--- config.mk ---
export PLATFORM = sky130hd
export DESIGN_NAME = abmi_host
export DESIGN_NICKNAME = d
export VERILOG_FILES = /design/src/rtl/abmi_pkg.sv /design/src/rtl/abmi_sync.sv /design/src/rtl/abmi_host.sv
export VERILOG_INCLUDE_DIRS = /design/src /design/src/rtl
export SDC_FILE = /design/constraint.sdc
export NUM_CORES = 1
export LEC_CHECK = 0
export ABC_AREA = 1
export BUFFER_PORTS_ARGS = -buffer_cell sky130_fd_sc_hd__buf_2
export CAP_MARGIN = 25
export CORE_UTILIZATION = 40
export DETAILED_ROUTE_END_ITERATION = 10
export HOLD_SLACK_MARGIN = 0.15
export SLEW_MARGIN = 20
export SYNTH_ARGS = -nofsm -noshare
export SYNTH_HDL_FRONTEND = slang
export SYNTH_SLANG_ARGS = --single-unit
--- constraint.sdc ---
create_clock -name clk -period 2.45 [get_ports clk]
set_input_delay 0.245 -clock clk [delete_from_list [all_inputs] [get_ports clk]]
set_output_delay 0.245 -clock clk [all_outputs]
set_load 0.02 [all_outputs]
--- src/rtl/abmi_consts.svh ---
/*
  Timing and width constants for the byte-wide MRAM host port.
  Assumes a 50 MHz system clock; every cycle count but the synchroniser latency is derived from a time in ns.
*/
`ifndef ABMI_CONSTS_SVH
`define ABMI_CONSTS_SVH

// Pin widths of the memory: 128K locations of one byte.
`define ABMI_ADDR_W 17
`define ABMI_DATA_W 8

// System clock period in ns.
`define ABMI_CLK_NS 20

// Device times in ns, as printed.
`define ABMI_T_CYC_NS     45
`define ABMI_T_ACC_NS     45
`define ABMI_T_WP_NS      20
`define ABMI_T_WREC_NS    12
`define ABMI_T_STARTUP_NS 2000000

// A least time rounds up to whole cycles.
`define ABMI_CEIL_CLKS(ns) (((ns) + `ABMI_CLK_NS - 1) / `ABMI_CLK_NS)

// Cycle counts derived from the times above.
`define ABMI_CYC_CLKS     `ABMI_CEIL_CLKS(`ABMI_T_CYC_NS)
`define ABMI_WP_CLKS      `ABMI_CEIL_CLKS(`ABMI_T_WP_NS)
`define ABMI_WREC_CLKS    `ABMI_CEIL_CLKS(`ABMI_T_WREC_NS)
`define ABMI_STARTUP_CLKS `ABMI_CEIL_CLKS(`ABMI_T_STARTUP_NS)

// Three synchroniser flops plus the agreement stage on the data pins.
`define ABMI_SYNC_CLKS 4

// Strobes stay low for access time plus synchroniser latency on a read.
`define ABMI_RD_CLKS (`ABMI_CEIL_CLKS(`ABMI_T_ACC_NS) + `ABMI_SYNC_CLKS)

`endif

--- src/rtl/abmi_pkg.sv ---
/*
  Types shared by the MRAM host port: request and answer carriers, FSM states.
  Assumes abmi_consts.svh is on the include path.
*/
`include "abmi_consts.svh"

package abmi_pkg;

  // One access request from the user side.
  typedef struct packed {
    logic                    write;  // High for a byte write, low for a read.
    logic [`ABMI_ADDR_W-1:0] addr;   // Byte address.
    logic [`ABMI_DATA_W-1:0] wdata;  // Byte to write; ignored on reads.
  } abmi_req_t;

  // One answer to the user side.
  typedef struct packed {
    logic                    was_write;  // High when the finished access was a write.
    logic [`ABMI_DATA_W-1:0] rdata;      // Byte read; zero after a write.
  } abmi_rsp_t;

  // Sequencer states.
  typedef enum logic [2:0] {
    ST_STARTUP,
    ST_IDLE,
    ST_READ,
    ST_WR_SETUP,
    ST_WR_PULSE,
    ST_WR_REC
  } abmi_state_t;

endpackage

--- src/rtl/abmi_sync.sv ---
/*
  Three-flop synchroniser with agreement filter for a bus of pin inputs.
  Assumes one clock, an asynchronous active-low reset and a clock enable.
*/
`timescale 1ns/100ps

module abmi_sync #(
  parameter int W = 8
) (
  input  wire logic         clk,
  input  wire logic         arst_n,
  input  wire logic         clk_en,
  input  wire logic [W-1:0] d,
  output      logic [W-1:0] q
);

  logic [W-1:0] s1_q;  // First stage; read only by the second stage.
  logic [W-1:0] s2_q;  // Second stage.
  logic [W-1:0] s3_q;  // Third stage.

  // The chain itself; only the second stage looks at the first stage.
  always_ff @(posedge clk or negedge arst_n) begin
    if (!arst_n) begin
      s1_q <= '0;
      s2_q <= '0;
      s3_q <= '0;
    end else if (clk_en) begin
      s1_q <= d;
      s2_q <= s1_q;
      s3_q <= s2_q;
    end
  end

  // A change counts only once the second and third stages agree, which
  // filters a value that was caught mid-transition.
  always_ff @(posedge clk or negedge arst_n) begin
    if (!arst_n) begin
      q <= '0;
    end else if (clk_en && (s2_q == s3_q)) begin
      q <= s3_q;
    end
  end

endmodule

--- src/rtl/abmi_host.sv ---
/*
  Host-side sequencer for an asynchronous byte-wide MRAM: turns user requests
  into chip-select, write-strobe, output-enable, address and data pin cycles.
  Assumes a 50 MHz clock, a pad ring that resolves the data pins from
  mem_dq_oe, and a memory that honours its own access and turn-off delays.
*/
// How it works
// RULE1 - Write strobe high during reads; reads spaced 45 ns.
// RULE2 - Data valid 45 ns after select falls.
// RULE3 - Data valid 20 ns after output enable falls.
// RULE4 - Old data held 3 ns after address change.
// RULE5 - Memory drivers start after select and enable.
// RULE6 - Memory floats bus within 15 ns of release.
// RULE7 - Writes happen only while select and strobe low.
// RULE8 - Enable after strobe keeps memory outputs floating.
// RULE9 - Raised select or strobe stays high 2 ns.
// RULE10 - Select falling edges spaced at least 45 ns.
// RULE11 - Write cycle 45 ns; address held 12 ns.
// RULE12 - Address valid at strobe fall, 25 ns before rise.
// RULE13 - Write strobe low at least 20 ns.
// RULE14 - Data set up 15 ns, held 0 ns.
// RULE15 - Memory drivers off 15 ns after strobe falls.
// RULE16 - Memory stays off 3 ns after strobe rises.
// RULE17 - Memory turn-off faster than its turn-on.
// RULE18 - Wait 2 ms, select and strobe high.
// RULE19 - Memory decodes select, strobe and enable.
`timescale 1ns/100ps
`include "abmi_consts.svh"

module abmi_host
  import abmi_pkg::*;
#(
  parameter int STARTUP_CLKS = `ABMI_STARTUP_CLKS
) (
  input  wire logic                    clk,
  input  wire logic                    arst_n,
  input  wire logic                    clk_en,
  input  wire logic                    req_valid,
  input  wire abmi_req_t               req,
  output      logic                    req_ready,
  output      logic                    rsp_valid,
  output      abmi_rsp_t               rsp,
  output      logic                    init_done,
  output      logic [`ABMI_ADDR_W-1:0] mem_addr,
  output      logic                    mem_ce_n,
  output      logic                    mem_we_n,
  output      logic                    mem_oe_n,
  output      logic [`ABMI_DATA_W-1:0] mem_dq_o,
  output      logic                    mem_dq_oe,
  input  wire logic [`ABMI_DATA_W-1:0] mem_dq_i
);

  abmi_state_t             state_q;    // Sequencer state.
  logic [2:0]              cnt_q;      // Cycles left in the current phase.
  logic [16:0]             start_q;    // Startup wait counter.
  logic [1:0]              gap_q;      // Cycles before select may fall again.
  logic [`ABMI_DATA_W-1:0] dq_sync;    // Filtered copy of the data pins.
  logic                    take;       // A request is accepted this cycle.
  logic                    ce_fall;    // Select is driven low at this edge.

  assign take    = (state_q == ST_IDLE) && req_ready && req_valid;
  // Reads lower select on acceptance; writes one cycle later, after setup.
  assign ce_fall = (take && !req.write) || (state_q == ST_WR_SETUP);

  // The data pins come from outside the clock domain.
  abmi_sync #(
    .W (`ABMI_DATA_W)
  ) u_dq_sync (
    .clk    (clk),
    .arst_n (arst_n),
    .clk_en (clk_en),
    .d      (mem_dq_i),
    .q      (dq_sync)
  );

  // Startup wait: nothing is issued until the memory has had its 2 ms.
  always_ff @(posedge clk or negedge arst_n) begin
    if (!arst_n) begin
      start_q   <= 17'h00000;
      init_done <= 1'b0;
    end else if (clk_en && !init_done) begin
      if (start_q >= 17'(STARTUP_CLKS - 1)) begin
        init_done <= 1'b1; // RULE18
      end else begin
        start_q <= start_q + 17'h00001;
      end
    end
  end

  // Select spacing: a new falling edge waits a full cycle time after the last.
  always_ff @(posedge clk or negedge arst_n) begin
    if (!arst_n) begin
      gap_q <= 2'h0;
    end else if (clk_en) begin
      if (ce_fall) begin
        gap_q <= 2'(`ABMI_CYC_CLKS - 1); // RULE10
      end else if (gap_q != 2'h0) begin
        gap_q <= gap_q - 2'h1;
      end
    end
  end

  // Main sequencer: drives every memory pin and the user handshake.
  always_ff @(posedge clk or negedge arst_n) begin
    if (!arst_n) begin
      state_q   <= ST_STARTUP;
      cnt_q     <= 3'h0;
      req_ready <= 1'b0;
      rsp_valid <= 1'b0;
      rsp       <= '0;
      mem_addr  <= '0;
      mem_ce_n  <= 1'b1;
      mem_we_n  <= 1'b1;
      mem_oe_n  <= 1'b1;
      mem_dq_o  <= '0;
      mem_dq_oe <= 1'b0;
    end else if (clk_en) begin
      rsp_valid <= 1'b0;
      unique case (state_q)
        // Select and strobe stay high until the startup wait is over.
        ST_STARTUP: begin
          if (init_done) begin
            state_q   <= ST_IDLE; // RULE18
            req_ready <= 1'b1;
          end
        end
        // Pins idle high; at least one idle cycle separates accesses, which
        // also gives the memory time to float the bus before we drive it.
        ST_IDLE: begin
          if (take) begin
            req_ready <= 1'b0;
            mem_addr  <= req.addr;
            if (req.write) begin
              // Address and data go out one cycle before the strobes fall.
              mem_dq_o  <= req.wdata; // RULE12
              mem_dq_oe <= 1'b1;
              state_q   <= ST_WR_SETUP;
            end else begin
              // Address is valid no later than select falls; strobe stays high.
              mem_ce_n <= 1'b0; // RULE2
              mem_oe_n <= 1'b0; // RULE3
              mem_we_n <= 1'b1; // RULE1
              cnt_q    <= 3'(`ABMI_RD_CLKS - 1);
              state_q  <= ST_READ;
            end
          end else begin
            req_ready <= (gap_q == 2'h0); // RULE10
          end
        end
        // Hold select and enable for access time plus synchroniser latency,
        // then take the filtered byte. Slower than the pins allow, but safe.
        ST_READ: begin
          if (cnt_q == 3'h0) begin
            mem_ce_n      <= 1'b1; // RULE9
            mem_oe_n      <= 1'b1;
            rsp.was_write <= 1'b0;
            rsp.rdata     <= dq_sync; // RULE2
            rsp_valid     <= 1'b1;
            req_ready     <= 1'b1;
            state_q       <= ST_IDLE;
          end else begin
            cnt_q <= cnt_q - 3'h1;
          end
        end
        // Both strobes fall together; output enable stays high so the memory
        // never drives against our data.
        ST_WR_SETUP: begin
          mem_ce_n <= 1'b0; // RULE7
          mem_we_n <= 1'b0; // RULE8
          cnt_q    <= 3'(`ABMI_WP_CLKS - 1);
          state_q  <= ST_WR_PULSE;
        end
        // Strobe low for the write pulse width; address and data held.
        ST_WR_PULSE: begin
          if (cnt_q == 3'h0) begin
            mem_ce_n <= 1'b1; // RULE7
            mem_we_n <= 1'b1; // RULE13
            cnt_q    <= 3'(`ABMI_WREC_CLKS - 1);
            state_q  <= ST_WR_REC;
          end else begin
            cnt_q <= cnt_q - 3'h1;
          end
        end
        // Address and data held through write recovery after the strobe rises.
        ST_WR_REC: begin
          if (cnt_q == 3'h0) begin
            mem_dq_oe     <= 1'b0; // RULE14
            rsp.was_write <= 1'b1;
            rsp.rdata     <= '0;
            rsp_valid     <= 1'b1;
            req_ready     <= 1'b1; // RULE11
            state_q       <= ST_IDLE;
          end else begin
            cnt_q <= cnt_q - 3'h1;
          end
        end
        default: begin
          state_q <= ST_STARTUP;
        end
      endcase
    end
  end
endmodule

# After elaboration in Yosys (flattened, before gate mapping)
# Cells that the tools add are included.
# word_totals
output_inout_bits	41
wordCells	108
inputBits	38
ff_bits	98
# classes
reduce_logical	35
n_eq_ne	16
addsub	3
order_cmp	1
muxes	33
bitwise	1
# op_table
op	n
$reduce_and A5 Y1	6
$mux W3	8
$mux W9	2
$pmux W9 S2	1
$add A17 B1 Y17 const B	1
$ge A17 B17 Y1 const B	1
$ne A2 B2 Y1 const B	8
$pmux W3 S5	1
$mux W1	13
$pmux W3 S4	1
$reduce_and A4 Y1	3
$reduce_bool A2 Y1	5
$pmux W1 S3	3
$reduce_bool A3 Y1	3
$eq A8 B8 Y1	1
$eq A3 B2 Y1 const B	2
$eq A3 B3 Y1 const B	2
$logic_not A3 Y1	2
$reduce_and A2 Y1	3
$logic_and A1 B1 Y1	5
$mux W2	2
$ne A2 B1 Y1 const B	2
$pmux W1 S2	2
$reduce_bool A4 Y1	1
other kinds (9)	11

# Logic depth before layout (Yosys ltp)
# Gate-level depths: netlist (run 1).
# depth
ltp_word	7
depth_mapped	11
mapped_depth_nobuf	11

# By module
# From an unflattened synthesis (run 1), not the netlist that was laid out.
# hier_totals
cells_unflattened	611
hier_area_um2	4780.8
# modules_own_cells
mod	seq_area_each_um2	cells_each	n_inst	area_each_um2
abmi_host	1655.3	444	1	3383.2
abmi_sync	800.8	167	1	1397.6

# Worst setup path before layout (run 1)
# Ideal clock, no wire load.
# synth_path
kind	register to register
start	register cnt_q[0]
end	register state_q[2]
setup_time_ns	0.128
slack_ns	1.009
t_arrival_ns	1.312
synth_period_minus_slack_ns	1.441
required_time_ns	2.322
stages_incl_launch_ff	10
path_buffers	0
cell_sequence	dfrtp_1 inv_1 ha_1 inv_1 nor2_2 inv_1 a21oi_1 nand3_1 nand2_1 o21ai_0
# synth_between
elab_chain_cells	3
elab_cells_between_ends	4
cone_classes	eq/ne: 2; reduce/logical: 2
# synth_rtl
element	line	text
from (decl)	abmi_host.sv:54	logic [2:0] cnt_q;
from (signal assigned)	abmi_host.sv:143	cnt_q <= 3'(`ABMI_RD_CLKS - 1);
from (signal assigned)	abmi_host.sv:162	cnt_q <= cnt_q - 3'h1;
from (signal assigned)	abmi_host.sv:170	cnt_q <= 3'(`ABMI_WP_CLKS - 1);
$logic_not A3 Y1 (*)	abmi_host.sv:153, abmi_host.sv:175, abmi_host.sv:186	
$ne A2 B2 Y1 (no line) / $ne A2 B1 Y1 (equally long branches)	-	
$reduce_and A5 Y1 (no line) (*)	-	
to (signal assigned)	abmi_host.sv:160	state_q <= ST_IDLE;
to (signal assigned)	abmi_host.sv:179	state_q <= ST_WR_REC;
to (signal assigned)	abmi_host.sv:192	state_q <= ST_IDLE;
to (decl)	abmi_host.sv:53	abmi_state_t state_q;
# Every way passes the cells marked *; elsewhere a longest branch is shown, timed or not.
# A chain may end at the register's enable or synchronous reset.

# Worst setup path in the final report (run 1)
# Ends and elaborated chain as after synthesis.

==> results.yml, run 1 <==
outcome:
  status: "finished clean"
cells_and_area:
  antennaDiodeCount: 0
  nNetsFinal: 766
  layout_common_cells: "nand2_1, dfrtp_1, buf_2"
  multiInputGateArea_mm2: 0.002090
  fill_cells: 1134
  drive_gt1_share_pct: 20.16
  ff_latch_area_mm2: 0.002456
  final_common_cell: "nand2_1"
  area_growth_pct: 22.85
grt:
  grt_overflow_total: 0
  use_met1_pct: 22.14
  grt_pass1_wl_um: 18040
  met3_usage_pct: 4.392
  grt_pass1_vias: 4029
  grt.busiest_layer: "met2"
  grt_antenna_before_repair: 0
  gr-usage-all-layers_pct: 17.46
  use_met2_pct: 29.28
  grt_max_degree: 54
timing:
  rsz0062_at_grt: "false"
  setup_viol: 0
  tightest_slew_ns: 0.6963
  report.final.slew_viol_count: 0
  fin_tns_setup_ns: 0
  skew_ns: 0.003426
  period_share_pct: 71.17
  max_freq_mhz: 573.5
  max-slew-margin-rel_pct: 53.58
  period_needed_ns: 1.744
  hold_viol: 0
floorplanning:
  core_mm2: 0.01206
  num_rows: 40
  initial_core_util_pct: 41.04
  ioPinCount: 79
  die_h_um: 113.2
  die_x_um: 113.2
  die_area_mm2: 0.01282
pwr:
  power_per_cell_area_mw_per_mm2: 937.2
  finalPower_mw: 5.699
  peakVddDrop_v: 0.0003956
  p_leak_nw: 3.198
setup_path:
  endpoint: "state_q[2]$_DFFE_PN0P_"
  cp_max_fo: 5
  crit_cells: 11
  crit_slowest_cell: "dfrtp_1"
  path_buf_inv: 4
  critPathCaptureType: "register"
  crit_type: "register to register"
  crit_chain: "inv_1 -> ha_1 -> inv_1 -> nor2_2 -> inv_1 -> nand2_1 -> nand2_1 -> inv_1 -> nand3_1 -> nand2_1 -> o21ai_0"
  cp-start-kind: "register"
  rr_startpoint: "cnt_q[0]$_DFFE_PN0P_"
  r2r_cells: 11
  slowest_delay_ns: 0.38
  critical-path-top-delay-family: "simple AND/OR/NAND/NOR gates"
  ff2ff_setup_slack_ns: 0.71
  critical_path.most_common_cell: "inv_1"
  rr_endpoint: "state_q[2]$_DFFE_PN0P_"
  critPathLaunch: "cnt_q[0]$_DFFE_PN0P_"
  cp.required_ns: 2.67
  arrival_ns: 1.96
clocking:
  cts.path.max_buffers: 2
  cts_resized: 0
  cts_buffers: 9
  htreeDepth: 3
  root_buffer: "clkbuf_16"
  clkSlewWorstSetupHoldPaths_ns: 0.07
  worstSkewPairLatency_ns: 0.35
  post_cts.repair.setup_buffers: 0
  hold_buffers: 34
  cts.sinks: 98
  cts_tree: "yes"
detailed_routing:
  postRouteAntennaNets: 0
  drtPass1Iterations: 5
  wirelength_um: 10490
  vias_per_cell: 4.644
  routedWlPerCell_um: 11.69
  drc: 0
  drt_iter0_markers: 234
  via_count: 4166
worst_hold_path:
  hp-class: "input port to register"
synth:
  async_reset_ff_share_pct: 100.0
  ys_ff_latch: 98
  avgSynthCellArea_um2: 8.035
  synth_area_mm2: 0.004950
  synth_warnings: 0
  ys_seq_area_share_pct: 49.62
  syn_nets: 658
  syn_inst: 616
  synth_cell_types: 38
  synth_edf_count: 0
  ys.flop_type: "dfrtp_1"
run:
  max_cap_violations: 0
place:
  globalplace.congestion: 0.8780
  io_buffer_count: 78
  dp_hpwl_um: 7334
stage by stage:
stage | cells | instance area, um^2 | utilization, % | hold slack [ns] | setup WS, ns
6_report | 897 | 6081 | 50.41 | 0.3255 | 0.7063
5_1_grt | 897 | 6081 | 50.41 | 0.3542 | 0.4865
4_1_cts | 897 | 6081 | 50.41 | 0.3139 | 0.7143
3_5_place_dp | 847 | 5444 | 45.13 | 0.3456 | 0.7428
3_3_place_gp | 847 | 5444 | 45.13 | 0.3413 | 0.8007
2_1_floorplan | 616 | 4950 | - | -0.05059 | 1.009
synth_stat cells, types with 2 or more instances:
cell type | instances | area (um^2)
xnor2_1 | 2 | 17.52
buf_6 | 6 | 67.56
nor2_2 | 6 | 37.54
inv_2 | 7 | 26.28
nand2_2 | 13 | 81.33
buf_4 | 3 | 22.52
buf_2 | 9 | 45.04
xor2_1 | 7 | 61.31
nand3_1 | 55 | 275.3
nand4_1 | 13 | 81.33
nand2_1 | 234 | 878.3
o21ai_1 | 10 | 50.05
nor2_8 | 2 | 40.04
nand3_2 | 4 | 40.04
a21oi_1 | 8 | 40.04
o21ai_0 | 28 | 140.1
dfstp_2 | 3 | 78.83
a21oi_2 | 2 | 17.52
ha_1 | 4 | 50.05
nor2_1 | 35 | 131.4
nand2_4 | 3 | 33.78
dfrtp_1 | 95 | 2377
inv_1 | 52 | 195.2
layout make-up:
cell class | count | area share, %
Timing Repair Buffer | 117 | 12.88
Clock inverter | 7 | 1.173
Multi-Input combinational cell | 436 | 34.36
Tap cell | 168 | 3.457
Clock buffer | 9 | 3.704
Sequential cell | 98 | 40.39
Inverter | 62 | 4.033
cell families after synthesis:
| group | Yosys count | synth area share [%] |
|---|---|---|
| AO/OA/AOI/OAI | 51 | 5.612 |
| buffers and inverters | 82 | 8.165 |
| adder cells (fa/ha/maj) | 4 | 1.011 |
| AND/OR/NAND/NOR | 372 | 34.00 |
| XOR/XNOR | 9 | 1.593 |
| flip-flops | 98 | 49.62 |
report_power, final:
part | total (mW) | internal [mW] | switching [mW]
sequential | 2.36 | 2.05 | 0.312
combinational | 1.95 | 0.693 | 1.26
clock | 1.39 | 0.717 | 0.669
worst reg2reg max path, delay by kind of cell (launching register included):
family	cells	cell delay [ns]
and+or+nand+nor	5	0.62
buffers and inverters	4	0.35
adders and majority gates	1	0.16
DFF	1	0.38
AOI/OAI and AO/OA	1	0.09
registers in the layout, indices dropped and copies added, names as in the netlist, 3 cells and up:
signal,cells
cnt_q,3
mem_addr,17
mem_dq_o,8
rsp,9
start_q,17
state_q,3
u_dq_sync.q,8
u_dq_sync.s1_q,8
u_dq_sync.s2_q,8
u_dq_sync.s3_q,8
layer usage:
| metal | up-vias | wire length (um) |
|---|---|---|
| li1 | 2151 | - |
| met1 | 1896 | 4963 |
| met2 | 110 | 4885 |
| met3 | 9 | 525 |
| met4 | 0 | 115 |
| met5 | - | 0 |
worst min path at each step:
stage | end | from | slack [ns] | cells past startpoint
2_1_floorplan | cnt_q[0]$_DFFE_PN0P_ | arst_n | -0.05 | 0
3_3_place_gp | cnt_q[0]$_DFFE_PN0P_ | arst_n | 0.34 | 1
3_5_place_dp | cnt_q[0]$_DFFE_PN0P_ | arst_n | 0.35 | 1
4_1_cts | mem_dq_oe$_DFFE_PN0P_ | req[25] | 0.31 | 3
5_1_grt | mem_dq_o[5]$_DFFE_PN0P_ | req[25] | 0.35 | 3
6_report | mem_dq_oe$_DFFE_PN0P_ | req[25] | 0.33 | 3
Note: power is estimated with default switching activity, not from simulation.
==> run 2: changes to the inputs <==
==> constraint.sdc (replaced) <==
create_clock -name clk -period 1.54 [get_ports clk]
set_input_delay 0.154 -clock clk [delete_from_list [all_inputs] [get_ports clk]]
set_output_delay 0.154 -clock clk [all_outputs]
set_load 0.02 [all_outputs]
==> run 2 against run 1 <==
Combinational power is 100% higher; core utilization grew 4.7 points; sequential power is 59% higher; final cell count increased by 4.9%; clock skew grew 0.0037 ns.
==> results.yml, run 2 (synthesized netlist as in run 1, its figures left out) <==
clocking:
  cts_buffers: 9
  worstSkewPairLatency_ns: 0.35
  root_buffer: "clkbuf_16"
  clkSlewWorstSetupHoldPaths_ns: 0.07
  cts.path.max_buffers: 2
  htreeDepth: 3
  cts_tree: "yes"
  cts.sinks: 98
detailed_routing:
  vias_per_cell: 4.800
  wirelength_um: 12030
  postRouteAntennaNets: 0
  drc: 0
  via_count: 4517
  drt_iter0_markers: 201
  routedWlPerCell_um: 12.79
  drtPass1Iterations: 4
grt:
  grt_pass1_wl_um: 18990
  grt_pass1_vias: 4224
  grt_overflow_total: 0
  gr-usage-all-layers_pct: 18.72
  grt_antenna_before_repair: 0
  grt_max_degree: 36
setup_path:
  rr_endpoint: "rsp[1]$_DFFE_PN0P_"
  crit_chain: "nor2_4 -> nand2_2 -> nand2_4 -> inv_4 -> nor3_4 -> buf_6 -> clkinvlp_4 -> nand2_1 -> nand2_1"
  crit_slowest_cell: "dfrtp_2"
  rr_startpoint: "state_q[0]$_DFFE_PN0P_"
  ff2ff_setup_slack_ns: 0.001
  critPathCaptureType: "register"
  arrival_ns: 1.78
  slowest_delay_ns: 0.49
  critical_path.most_common_cell: "nand2_1"
  r2r_cells: 9
  cp.required_ns: 1.79
  critical-path-top-delay-family: "simple AND/OR/NAND/NOR gates"
  path_buf_inv: 3
  crit_type: "register to register"
  cp-start-kind: "register"
  cp_max_fo: 8
timing:
  period_needed_ns: 1.539
  hold_slack_ns: 0.1792
  setup_viol: 0
  max_freq_mhz: 649.9
  skew_ns: 0.007175
  max-slew-margin-rel_pct: 70.83
  hold_viol: 0
  period_share_pct: 99.91
  report.final.slew_viol_count: 0
  tightest_slew_ns: 0.4375
  rsz0062_at_grt: "true"
  fin_tns_setup_ns: 0
place:
  dp_hpwl_um: 7944
  place_area_mm2: 0.005594
  globalplace.congestion: 0.8976
  io_buffer_count: 78
worst_hold_path:
  worstHoldStart: "req[25]"
  hp-class: "input port to register"
  whs_endpoint: "mem_dq_o[3]$_DFFE_PN0P_"
  whs_path_depth: 3
floorplanning:
  initial_core_util_pct: 41.04
  die_x_um: 113.2
  ioPinCount: 79
  num_rows: 40
  die_h_um: 113.2
  die_area_mm2: 0.01282
  core_mm2: 0.01206
cells_and_area:
  final_common_cell: "nand2_1"
  final_core_util_pct: 55.07
  layout_common_cells: "nand2_1, dfrtp_1, buf_2"
  area_growth_pct: 34.20
  postLayoutCellArea_mm2: 0.006643
  drive_gt1_share_pct: 28.98
  fill_cells: 1098
  ff_latch_area_mm2: 0.002460
  antennaDiodeCount: 0
  nNetsFinal: 810
  largestRegisters: "mem_addr x17, start_q x17, rsp x9"
  multiInputGateArea_mm2: 0.002282
pwr:
  p_leak_nw: 3.432
  peakVddDrop_v: 0.0005576
  power_per_cell_area_mw_per_mm2: 1505
run:
  max_cap_violations: 0
outcome:
  status: "finished clean"
## run 2: power by group
part | internal [mW] | total (mW) | switching (mW)
logic | 1.58 | 3.97 | 2.39
registers | 3.27 | 3.76 | 0.489
clock network | 1.27 | 2.26 | 0.989
total | 6.13 | 10.0 | 3.87
## run 2: worst register-to-register path, cell delays in order, from the launching register on
cell and delay [ns]:
dfrtp_2 0.49, nor2_4 0.14, nand2_2 0.08, nand2_4 0.10, inv_4 0.04, nor3_4 0.20, buf_6 0.14, clkinvlp_4 0.10
nand2_1 0.08, nand2_1 0.05
## run 2: routing by layer
| layer | part of all wire (%) | track usage, % | wire [um] | vias to the layer above |
|---|---|---|---|---|
| met1 | 45 | 23.42 | 5414 | 2145 |
| met4 | 2.0 | 8.860 | 246 | 0 |
| met3 | 4.3 | 3.696 | 514 | 18 |
| met5 | 0 | 0 | 0 | - |
| li1 | - | - | - | 2245 |
| met2 | 49 | 31.17 | 5856 | 109 |
## run 2: worst max-delay path by stage
stage / cells after the start / start / endpoint / slack, ns
4_1_cts: 11 / cnt_q[1]$_DFFE_PN0P_ / state_q[0]$_DFFE_PN0P_ / 0.01
6_report: 9 / state_q[0]$_DFFE_PN0P_ / rsp[1]$_DFFE_PN0P_ / 0.001
3_5_place_dp: 10 / state_q[2]$_DFFE_PN0P_ / cnt_q[1]$_DFFE_PN0P_ / -0.03
3_3_place_gp: 7 / state_q[2]$_DFFE_PN0P_ / rsp[4]$_DFFE_PN0P_ / -0.007
5_1_grt: 10 / state_q[0]$_DFFE_PN0P_ / cnt_q[2]$_DFFE_PN0P_ / -0.08
2_1_floorplan: 9 / cnt_q[0]$_DFFE_PN0P_ / state_q[2]$_DFFE_PN0P_ / 0.1
## run 2: final cells by class
type / count / share of cell area (%)
sequential: 98 / 37.03
multi-input combinational: 439 / 34.36
timing repair buffer: 157 / 17.16
inverter: 62 / 3.730
clock buffer: 11 / 3.503
tap: 168 / 3.164
clock inverter: 5 / 0.9418
timing repair inverter: 1 / 0.1130
## run 2: stage by stage
stage / power (mW) / setup WS (ns) / std cells
after detailed placement: 6.991 / -0.03060 / 867
after floorplan: 6.049 / 0.09939 / 616
after global placement: 6.873 / -0.006647 / 867
final: 9.997 / 0.001313 / 941
after CTS: 9.359 / 0.01372 / 917
after global routing: 10.64 / -0.08414 / 941
## run 2: what timing repair did
action / in CTS / in global routing
hold endpoints to repair: 129 / 0
endpoints found under the setup margin: 11 / 61
hold buffers: 34 / 0
resized for setup: 1 / 61
cloned: 0 / 5
pin swaps: 0 / 25
setup buffers: 0 / 19
